## src/stp_pkg.sv

```systemverilog
// constants shared by the stepper pattern port and its channels
// assumes an 8-bit register bus, each register on an aligned word
package stp_pkg;

  localparam int unsigned DATA_W = 8;
  localparam int unsigned ADDR_W = 10;

  // register indices, byte address is four times the index
  localparam logic [7:0] IDX_CH0_DATA   = 8'h4c;
  localparam logic [7:0] IDX_CH1_DATA   = 8'h4d;
  localparam logic [7:0] IDX_CTRL       = 8'h4e;
  localparam logic [7:0] IDX_PORT_DATA  = 8'h4f;
  localparam logic [7:0] IDX_PORT_DIR   = 8'h50;
  localparam logic [7:0] IDX_PORT_FUNC  = 8'h51;
  localparam logic [7:0] IDX_WIDE_TRIG  = 8'h52;
  localparam logic [7:0] IDX_TRIG_SRC   = 8'h53;

  // control field positions within one channel nibble
  localparam int unsigned CTL_TE        = 0;
  localparam int unsigned CTL_MODE      = 1;
  localparam int unsigned CTL_DIR       = 2;
  localparam int unsigned CTL_PAT       = 3;
  localparam int unsigned CTL_CH1_BASE  = 4;

  // data register layout: latch in the high nibble, alternate low
  localparam int unsigned DAT_LATCH_LSB = 4;
  localparam int unsigned DAT_ALT_LSB   = 0;

  // reset values
  localparam logic [7:0] RST_CTRL       = 8'h00;
  localparam logic [7:0] RST_PORT_DATA  = 8'h00;
  localparam logic [7:0] RST_PORT_DIR   = 8'h00;
  localparam logic [7:0] RST_PORT_FUNC  = 8'h00;
  localparam logic [7:0] RST_WIDE_TRIG  = 8'h70;
  localparam logic [7:0] WIDE_ONES      = 8'h70;
  localparam logic [7:0] RST_TRIG_SRC   = 8'h00;
  localparam logic [3:0] RST_LATCH      = 4'h0;
  localparam logic [3:0] RST_ALT        = 4'h0;

  // trigger source codes, one two-bit field per channel
  localparam logic [1:0] SRC_TIMER0     = 2'h0;
  localparam logic [1:0] SRC_TIMER1     = 2'h1;
  localparam logic [1:0] SRC_WIDE       = 2'h2;

  // byte address of a register index
  function automatic logic [ADDR_W-1:0] addr_of(input logic [7:0] idx);
    addr_of = {idx, 2'b00};
  endfunction : addr_of

endpackage : stp_pkg

```

## src/stp_chan_if.sv

```systemverilog
// carrier between the port top and one stepper channel
// assumes both ends run on the one system clock
interface stp_chan_if;
  logic       trig;      // one-cycle shift pulse
  logic       te;        // trigger enable
  logic       mode;      // 1: one-to-two step ring
  logic       dir;       // 1: reverse rotation
  logic       pat;       // pattern generation
  logic       wr;        // data register write
  logic [7:0] wdata;
  logic [3:0] latch;     // output latch
  logic [3:0] alt;       // shift alternate register

  modport top (output trig, te, mode, dir, pat, wr, wdata, input latch, alt);
  modport chan (input trig, te, mode, dir, pat, wr, wdata, output latch, alt);
endinterface : stp_chan_if

```

## src/stp_channel.sv

```systemverilog
// one four-bit stepper / pattern channel: latch and alternate
// assumes a one-cycle shift pulse and a one-cycle write strobe
module stp_channel (
  input  wire logic  clk_sys,
  input  wire logic  rst,
  stp_chan_if.chan   ch
);

  logic [7:0] ring;
  logic [7:0] ring_next;
  logic [3:0] lat_next;
  logic [3:0] alt_next;

  // ring order latch3, alt3, latch2, alt2 ... latch0, alt0
  assign ring = {ch.latch[3], ch.alt[3], ch.latch[2], ch.alt[2],
                 ch.latch[1], ch.alt[1], ch.latch[0], ch.alt[0]};

  // normal rotation carries bit 0 toward bit 3
  assign ring_next = ch.dir ? {ring[0], ring[7:1]} : {ring[6:0], ring[7]};

  // next latch and alternate on a shift
  always_comb begin
    lat_next = ch.latch;
    alt_next = ch.alt;
    if (ch.pat) begin
      lat_next = ch.alt;
    end else if (ch.mode) begin
      lat_next = {ring_next[7], ring_next[5], ring_next[3], ring_next[1]};
      alt_next = {ring_next[6], ring_next[4], ring_next[2], ring_next[0]};
    end else if (ch.dir) begin
      lat_next = {ch.latch[0], ch.latch[3:1]};
    end else begin
      lat_next = {ch.latch[2:0], ch.latch[3]};
    end
  end

  // output latch: a stepper write beats a shift; a blocked pattern write must not eat a trigger
  always_ff @(posedge clk_sys or posedge rst) begin
    if (rst) begin
      ch.latch <= stp_pkg::RST_LATCH;
    end else if (ch.wr && !ch.pat) begin
      ch.latch <= ch.wdata[stp_pkg::DAT_LATCH_LSB +: 4];
    end else if (ch.trig && ch.te) begin
      ch.latch <= lat_next;
    end
  end

  // alternate register; reset value is not promised to software
  always_ff @(posedge clk_sys or posedge rst) begin
    if (rst) begin
      ch.alt <= stp_pkg::RST_ALT;
    end else if (ch.wr) begin
      ch.alt <= ch.wdata[stp_pkg::DAT_ALT_LSB +: 4];
    end else if (ch.trig && ch.te) begin
      ch.alt <= alt_next;
    end
  end

endmodule : stp_channel

```

## src/stp_port.sv

```systemverilog
// stepper motor control and pattern generation port, two channels
// assumes timer trigger levels and pins synchronous to clk_sys
// registers on a plain strobe port, read data one cycle later
//
// Summary of operation
// - two four-bit channels share one eight-bit port, four pins each
// - channel zero shifts on timer 0, timer 1 or wide timer 4
// - channel one shifts on timer 0, timer 1 or wide timer 5
// - one control register picks stepper or pattern use per channel
// - channels run independently; settings of one never touch the other
// - reading the port shows the channel latch on pins set to generator and output, pin level on inputs
// - pattern select one: software writes reach the alternate register only
// - pattern mode copies alternate register into latch each trigger
// - port function select chooses generator or port data per pin
// - pattern mode blocks latch writes and overrides both step modes
// - wide timer trigger control bits six to four read as one
// - direction zero shifts bit 0 toward bit 3, one reverses
// - one or two phase: latch rotates once per trigger, alternate ignored
// - one-to-two step: latch and alternate update on trigger rising edge
// - one-to-two step ring order is 7,3,6,2,5,1,4,0
//
// Strobed register access is this design's own decision.
module stp_port (
  input  wire logic                        clk_sys,
  input  wire logic                        rst,
  input  wire logic [stp_pkg::ADDR_W-1:0]  bus_addr,
  input  wire logic [stp_pkg::DATA_W-1:0]  bus_wdata,
  input  wire logic                        bus_wr,
  input  wire logic                        bus_rd,
  output logic      [stp_pkg::DATA_W-1:0]  bus_rdata,
  input  wire logic                        timer0_trig,
  input  wire logic                        timer1_trig,
  input  wire logic                        timer4_trig,
  input  wire logic                        timer5_trig,
  input  wire logic [7:0]                  port_pin_in,
  output logic      [7:0]                  port_pin_out,
  output logic      [7:0]                  port_pin_oe
);

  // software-visible registers
  logic [7:0] ctrl_reg;        // step_channels_control
  logic [7:0] port_data_reg;   // shared_output_port data
  logic [7:0] port_dir_reg;    // 1: pin drives
  logic [7:0] port_func_reg;   // port_function_select
  logic [7:0] wide_trig_reg;   // wide_timer_trigger_control
  logic [7:0] trig_src_reg;    // trigger source per channel
  logic [7:0] rdata_reg;
  logic [7:0] rdata_next;

  // decoded strobes
  logic       hit_ch0;
  logic       hit_ch1;
  logic       hit_ctrl;
  logic       hit_pdata;
  logic       hit_pdir;
  logic       hit_pfunc;
  logic       hit_wide;
  logic       hit_src;

  // write enables, one per register
  logic       we_ch0;
  logic       we_ch1;
  logic       we_ctrl;
  logic       we_pdata;
  logic       we_pdir;
  logic       we_pfunc;
  logic       we_wide;
  logic       we_src;

  // generator bits seen at the port
  logic [7:0] gen_bits;
  logic [7:0] pin_drive;
  logic [7:0] port_view;
  logic       shift0;
  logic       shift1;
  logic       wide0_trig;
  logic       wide1_trig;
  logic [1:0] src0;
  logic [1:0] src1;
  logic [3:0] ctl0;
  logic [3:0] ctl1;
  logic [7:0] ch0_word;
  logic [7:0] ch1_word;
  logic [7:0] wide_view;

  // one carrier per channel module
  stp_chan_if ch0_if ();
  stp_chan_if ch1_if ();

  // register hit, exact match on the byte address
  function automatic logic reg_hit(input logic [stp_pkg::ADDR_W-1:0] a, input logic [7:0] idx);
    reg_hit = (a == stp_pkg::addr_of(idx));
  endfunction : reg_hit

  // control nibble of one channel; channel one sits four bits up
  function automatic logic [3:0] ctl_nibble(input logic [7:0] c, input logic sel);
    ctl_nibble = sel ? c[stp_pkg::CTL_CH1_BASE +: 4] : c[3:0];
  endfunction : ctl_nibble

  // address decode, shared by read and write paths
  assign hit_ch0   = reg_hit(bus_addr, stp_pkg::IDX_CH0_DATA);
  assign hit_ch1   = reg_hit(bus_addr, stp_pkg::IDX_CH1_DATA);
  assign hit_ctrl  = reg_hit(bus_addr, stp_pkg::IDX_CTRL);
  assign hit_pdata = reg_hit(bus_addr, stp_pkg::IDX_PORT_DATA);
  assign hit_pdir  = reg_hit(bus_addr, stp_pkg::IDX_PORT_DIR);
  assign hit_pfunc = reg_hit(bus_addr, stp_pkg::IDX_PORT_FUNC);
  assign hit_wide  = reg_hit(bus_addr, stp_pkg::IDX_WIDE_TRIG);
  assign hit_src   = reg_hit(bus_addr, stp_pkg::IDX_TRIG_SRC);

  // write enables; a write to an unmapped address touches nothing
  assign we_ch0   = bus_wr & hit_ch0;
  assign we_ch1   = bus_wr & hit_ch1;
  assign we_ctrl  = bus_wr & hit_ctrl;
  assign we_pdata = bus_wr & hit_pdata;
  assign we_pdir  = bus_wr & hit_pdir;
  assign we_pfunc = bus_wr & hit_pfunc;
  assign we_wide  = bus_wr & hit_wide;
  assign we_src   = bus_wr & hit_src;

  // control register: one nibble per channel
  always_ff @(posedge clk_sys or posedge rst) begin
    if (rst) begin
      ctrl_reg <= stp_pkg::RST_CTRL;
    end else if (we_ctrl) begin
      ctrl_reg <= bus_wdata;
    end
  end

  // port output data for pins not given to the generator
  always_ff @(posedge clk_sys or posedge rst) begin
    if (rst) begin
      port_data_reg <= stp_pkg::RST_PORT_DATA;
    end else if (we_pdata) begin
      port_data_reg <= bus_wdata;
    end
  end

  // port direction, starts as input so no pin fights at power up
  always_ff @(posedge clk_sys or posedge rst) begin
    if (rst) begin
      port_dir_reg <= stp_pkg::RST_PORT_DIR;
    end else if (we_pdir) begin
      port_dir_reg <= bus_wdata;
    end
  end

  // per-pin function select
  always_ff @(posedge clk_sys or posedge rst) begin
    if (rst) begin
      port_func_reg <= stp_pkg::RST_PORT_FUNC;
    end else if (we_pfunc) begin
      port_func_reg <= bus_wdata;
    end
  end

  // wide timer trigger control; bits six to four are fixed high
  always_ff @(posedge clk_sys or posedge rst) begin
    if (rst) begin
      wide_trig_reg <= stp_pkg::RST_WIDE_TRIG;
    end else if (we_wide) begin
      wide_trig_reg <= bus_wdata | stp_pkg::WIDE_ONES;
    end
  end

  // trigger source per channel
  always_ff @(posedge clk_sys or posedge rst) begin
    if (rst) begin
      trig_src_reg <= stp_pkg::RST_TRIG_SRC;
    end else if (we_src) begin
      trig_src_reg <= bus_wdata;
    end
  end

  // trigger source field of each channel
  assign src0 = trig_src_reg[1:0];
  assign src1 = trig_src_reg[3:2];

  // channel zero pairs with wide timer 4, channel one with wide timer 5
  assign wide0_trig = timer4_trig;
  assign wide1_trig = timer5_trig;

  // channel zero trigger choice
  stp_trig_sel u_sel0 (
    .clk_sys     (clk_sys),
    .rst         (rst),
    .src         (src0),
    .timer0_trig (timer0_trig),
    .timer1_trig (timer1_trig),
    .wide_trig   (wide0_trig),
    .shift_pulse (shift0)
  );

  // channel one trigger choice
  stp_trig_sel u_sel1 (
    .clk_sys     (clk_sys),
    .rst         (rst),
    .src         (src1),
    .timer0_trig (timer0_trig),
    .timer1_trig (timer1_trig),
    .wide_trig   (wide1_trig),
    .shift_pulse (shift1)
  );

  // control nibbles; each channel sees only its own four bits
  assign ctl0 = ctl_nibble(ctrl_reg, 1'b0);
  assign ctl1 = ctl_nibble(ctrl_reg, 1'b1);

  // channel zero takes the low control nibble only
  assign ch0_if.trig  = shift0;
  assign ch0_if.te    = ctl0[stp_pkg::CTL_TE];
  assign ch0_if.mode  = ctl0[stp_pkg::CTL_MODE];
  assign ch0_if.dir   = ctl0[stp_pkg::CTL_DIR];
  assign ch0_if.pat   = ctl0[stp_pkg::CTL_PAT];
  assign ch0_if.wr    = we_ch0;
  assign ch0_if.wdata = bus_wdata;

  // channel one takes the high nibble, so the two stay apart
  assign ch1_if.trig  = shift1;
  assign ch1_if.te    = ctl1[stp_pkg::CTL_TE];
  assign ch1_if.mode  = ctl1[stp_pkg::CTL_MODE];
  assign ch1_if.dir   = ctl1[stp_pkg::CTL_DIR];
  assign ch1_if.pat   = ctl1[stp_pkg::CTL_PAT];
  assign ch1_if.wr    = we_ch1;
  assign ch1_if.wdata = bus_wdata;

  // channel zero datapath, pins 3..0
  stp_channel u_ch0 (
    .clk_sys (clk_sys),
    .rst     (rst),
    .ch      (ch0_if.chan)
  );

  // channel one datapath, pins 7..4
  stp_channel u_ch1 (
    .clk_sys (clk_sys),
    .rst     (rst),
    .ch      (ch1_if.chan)
  );

  // channel zero on pins 3..0, channel one on pins 7..4
  assign gen_bits = {ch1_if.latch, ch0_if.latch};

  // pin mux; any pin may carry generator output
  genvar gi;
  generate
    for (gi = 0; gi < 8; gi++) begin : g_pin
      assign pin_drive[gi] = port_func_reg[gi] ? gen_bits[gi] : port_data_reg[gi];
    end
    // readback: a driven pin shows its own drive, an input pin its level
    for (gi = 0; gi < 8; gi++) begin : g_view
      assign port_view[gi] = port_dir_reg[gi] ? pin_drive[gi] : port_pin_in[gi];
    end
  endgenerate

  // pins are flop-driven only through the mux, no extra stage
  assign port_pin_out = pin_drive;
  assign port_pin_oe  = port_dir_reg;

  // readback words, latch high and alternate low
  assign ch0_word = {ch0_if.latch, ch0_if.alt};
  assign ch1_word = {ch1_if.latch, ch1_if.alt};

  // wide trigger control readback; fixed bits forced whatever is stored
  assign wide_view = wide_trig_reg | stp_pkg::WIDE_ONES;

  // read mux; unmapped addresses read zero
  always_comb begin
    rdata_next = 8'h00;
    if (hit_ch0) begin
      rdata_next = ch0_word;
    end else if (hit_ch1) begin
      rdata_next = ch1_word;
    end else if (hit_ctrl) begin
      rdata_next = ctrl_reg;
    end else if (hit_pdata) begin
      rdata_next = port_view;
    end else if (hit_pdir) begin
      rdata_next = port_dir_reg;
    end else if (hit_pfunc) begin
      rdata_next = port_func_reg;
    end else if (hit_wide) begin
      rdata_next = wide_view;
    end else if (hit_src) begin
      rdata_next = trig_src_reg;
    end
  end

  // read data stands for one cycle after the strobe, zero otherwise
  always_ff @(posedge clk_sys or posedge rst) begin
    if (rst) begin
      rdata_reg <= 8'h00;
    end else if (bus_rd) begin
      rdata_reg <= rdata_next;
    end else begin
      rdata_reg <= 8'h00;
    end
  end

  // read data leaves straight from the flop
  assign bus_rdata = rdata_reg;

endmodule : stp_port

```

## src/stp_trig_sel.sv

```systemverilog
// trigger source select and rising edge detect for one channel
// assumes timer trigger levels synchronous to clk_sys
module stp_trig_sel (
  input  wire logic       clk_sys,
  input  wire logic       rst,
  input  wire logic [1:0] src,
  input  wire logic       timer0_trig,
  input  wire logic       timer1_trig,
  input  wire logic       wide_trig,
  output logic            shift_pulse
);

  logic sel_now;
  logic sel_reg;

  // pick the source; unused code gives no trigger
  always_comb begin
    case (src)
      stp_pkg::SRC_TIMER0: sel_now = timer0_trig;
      stp_pkg::SRC_TIMER1: sel_now = timer1_trig;
      stp_pkg::SRC_WIDE:   sel_now = wide_trig;
      default:             sel_now = 1'b0;
    endcase
  end

  // previous level for edge detect
  always_ff @(posedge clk_sys or posedge rst) begin
    if (rst) begin
      sel_reg <= 1'b0;
    end else begin
      sel_reg <= sel_now;
    end
  end

  // shift only on the rising edge of the chosen trigger
  assign shift_pulse = sel_now & ~sel_reg;

endmodule : stp_trig_sel
```

## config.mk

```make
export PLATFORM = sky130hd
export DESIGN_NAME = stp_port
export DESIGN_NICKNAME = d
export VERILOG_FILES = /design/src/stp_pkg.sv /design/src/stp_chan_if.sv /design/src/stp_channel.sv /design/src/stp_port.sv /design/src/stp_trig_sel.sv
export SDC_FILE = /design/constraint.sdc
export NUM_CORES = 1
export LEC_CHECK = 0
export BUFFER_PORTS_ARGS = -buffer_cell sky130_fd_sc_hd__buf_2
export CAP_MARGIN = 20
export CORE_MARGIN = 2
export CORE_UTILIZATION = 30
export DETAILED_ROUTE_END_ITERATION = 10
export GPL_ROUTABILITY_DRIVEN = 0
export HOLD_SLACK_MARGIN = 0.03
export SYNTH_ARGS = -nofsm -noshare
export SYNTH_HDL_FRONTEND = slang
export SYNTH_HIERARCHICAL = 1
export SYNTH_SLANG_ARGS = --single-unit
```

## constraint.sdc

```tcl
create_clock -name clk_sys -period 1.9 [get_ports clk_sys]
set_clock_uncertainty 0.2 [all_clocks]
set_input_delay 0.19 -clock clk_sys [delete_from_list [all_inputs] [get_ports clk_sys]]
set_output_delay 0.19 -clock clk_sys [all_outputs]
set_load 0.05 [all_outputs]
```

==> impl_metrics.json <==
{
  "hold_class": "input port to register",
  "max-clock-path-buffers": 2,
  "final_max_slew_viol_count": 0,
  "dieArea_um2": 15330,
  "core-area_um2": 13930,
  "power_density_nw_per_um2": 688.1,
  "die_width_um": 123.8,
  "crit_chain": "dlygate4sd3_1, buf_2, a211oi_4, a211oi_4, a41oi_4, mux2_2",
  "antenna_left": 0,
  "clock.fmax_mhz": 528.4,
  "grt_pass1_vias": 3645,
  "crit_top_cell": "a211oi_4",
  "areaGrowthSynthToFinish_pct": 27.95,
  "status": "complete, no violations",
  "cp_top_family": "compound AO/OA/AOI/OAI gates",
  "antenna_found_initial": 0,
  "via_per_inst": 5.259,
  "clock_latency_ns": 0.34,
  "end_kind": "register",
  "cpPeakStageDelay_ns": 0.53,
  "slew_headroom": 0.6608,
  "drtIter0Drc": 189,
  "rows": 43,
  "grt_overflow": 0,
  "ir_worst_vdd_uv": 474.5,
  "synthTopCellsByArea": "dfrtp_1 41%, mux2_2 15%, mux2i_1 8.1%, o21ai_0 2.3%, a211oi_1 2.1%",
  "whs_ns": 0.03652,
  "post-synth-top-area-fraction": 0.4126,
  "grt_pass1_wl_um": 19700,
  "start_util": 0.3091,
  "synth_edf_count": 0,
  "dp_hpwl_um": 9236,
  "place_area_um2": 4999,
  "drcViolationCount": 0,
  "hold_start": "bus_wdata[4]",
  "critPathRequiredTime_ns": 1.92,
  "async_reset_ff_frac": 1.000,
  "regArea_um2": 1780,
  "post_route_cells_drive_above_1_share": 0.4324,
  "ys_warn_count": 6,
  "nFillCells": 1321,
  "synth_top_area_cell": "dfrtp_1",
  "holdPathStages": 2,
  "cts.sinks": 71,
  "path_max_fanout": 4,
  "final_area_um2": 5510,
  "cts_tree": "done",
  "r2r_setup_slack_ns": 0.05,
  "regToRegStartpoint": "trig_src_reg[0]$_DFFE_PP0P_",
  "synth_fp_nets": 414,
  "crit_slowest_cell": "dlygate4sd3_1",
  "synthFlopType": "dfrtp_1",
  "tightest_slew_ns": 0.5088,
  "track_usage": 0.1711,
  "synth-seq-cells": 71,
  "timing.critical_path.buf_inv": 2,
  "rsz0062_at_grt": "yes",
  "syn_area_um2": 4307,
  "leakage_uw": 0.002649,
  "io_buffers": 57,
  "cp-start-kind": "input port",
  "min_period_over_period": 0.9960,
  "cap_violations": 0,
  "ios": 58,
  "wl_per_cell_um": 18.76,
  "finalHoldViolCount": 0,
  "ys_seq_area_frac": 0.4126,
  "timing.rr.end": "u_ch0/ch.alt[0]$_DFFE_PP0P_",
  "firstDrtPassIters": 4,
  "routed_wl_um": 12400,
  "multiInputGateArea_um2": 2436,
  "synth.avg_cell_area_um2": 11.33,
  "tns_ns": 0,
  "r2r_cells": 4,
  "cts.clk_slew.worst_paths_ns": 0.06,
  "root_buffer": "clkbuf_16",
  "die_height_um": 123.8,
  "fin_total_pwr_uw": 3791,
  "numCtsBuffers": 9,
  "critPathKind": "input port to register",
  "min_period_ns": 1.892,
  "synth.most_common_cell": "dfrtp_1",
  "fin_nets": 510,
  "antennaDiodeCount": 0,
  "vias": 3476,
  "worstHoldEndpoint": "port_pin_oe[4]$_DFFE_PP0P_",
  "htreeDepth": 3,
  "finalSetupViolations": 0,
  "synth.distinct_cells": 46,
  "yosys-top-cells-count": "71 x dfrtp_1, 58 x mux2_2, 35 x mux2i_1",
  "syn_inst": 380,
  "arrival_ns": 1.91,
  "grt_max_degree": 54
}
## through the flow
stage	setup slack, ns	utilization	instances
2_1_floorplan	-0.3393	-	380
3_3_place_gp	-0.3151	0.3587	636
3_5_place_dp	-0.3231	0.3587	636
4_1_cts	0.01337	0.3882	659
5_1_grt	-0.03980	0.3954	661
6_report	0.007569	0.3954	661
## worst register-to-register path, stage by stage, from the launching register on
cell      delay (ns)
dfrtp_1         0.50
a211oi_4        0.29
a211oi_4        0.08
a41oi_4         0.29
mux2_2          0.37
## cell type report
cell class / instances / share of cell area
multi-input combinational: 274 / 0.4421
sequential: 71 / 0.3231
timing repair buffer: 104 / 0.1226
clock buffer: 11 / 0.04587
tap: 180 / 0.04087
clock inverter: 5 / 0.01453
inverter: 16 / 0.01090
## layout by cell type (no fill, tap or decap), types with 3 or more instances in the layout
cell type	n
dfrtp_1	68
mux2_2	58
buf_2	57
buf_4	37
mux2i_1	35
o21ai_0	20
inv_1	15
a21oi_1	15
nand2_1	14
nor2_1	12
a211oi_1	12
nand2b_1	11
clkbuf_16	9
a21boi_0	8
o31ai_1	8
dlygate4sd3_1	7
nand3_4	5
and3_1	5
or4_1	5
o22ai_1	5
o2111ai_1	4
o22a_1	4
a2bb2oi_1	4
o211ai_1	4
mux2_4	4
o21ba_2	4
a211oi_4	4
o221ai_1	3
a221oi_1	3
dfrtp_2	3
nand2b_4	3
## layer usage
| metal | track usage | part of all wire | up-vias |
|---|---|---|---|
| met5 | 0 | 0 | - |
| met4 | 0.07031 | 0.027 | 0 |
| met3 | 0.04762 | 0.048 | 25 |
| met2 | 0.2785 | 0.49 | 91 |
| met1 | 0.2138 | 0.44 | 1739 |
| li1 | - | - | 1621 |
## kinds of logic after synthesis
logic type / synth area share
compound gates: 0.1793
buf+inv: 0.04271
flops: 0.4125
mux: 0.2470
simple gates: 0.1185
## worst max path at each step
stage	start	endpoint	slack, ns	cells after the start
floorplan	bus_addr[9]	u_ch1/ch.latch[3]$_DFFE_PP0P_	-0.34	9
global placement	bus_addr[9]	port_func_reg[0]$_DFFE_PP0P_	-0.32	6
detailed placement	bus_addr[9]	port_func_reg[6]$_DFFE_PP0P_	-0.32	6
CTS	trig_src_reg[3]$_DFFE_PP0P_	u_ch1/ch.latch[3]$_DFFE_PP0P_	0.01	6
global route	timer4_trig	u_ch0/ch.alt[3]$_DFFE_PP0P_	-0.04	6
finish	timer4_trig	u_ch0/ch.alt[0]$_DFFE_PP0P_	0.008	6
## what timing repair did
action | in CTS | in global routing
endpoints found under the hold margin | 77 | 0
cloned | 0 | 0
resized for setup | 1 | 17
setup buffers | 0 | 2
pin swaps | 2 | 4
hold buffers | 7 | 0
setup endpoints to repair | 6 | 24
## report_power, final
part	leakage [uW]	internal [uW]	total (uW)	switching (uW)
Combinational	0.00151	154	364	210
Sequential	0.000980	1530	1560	30.9
Clock	0.000158	1220	1860	646
Total	0.00265	2900	3790	887
No activity file was read; power rests on OpenSTA's default activity.
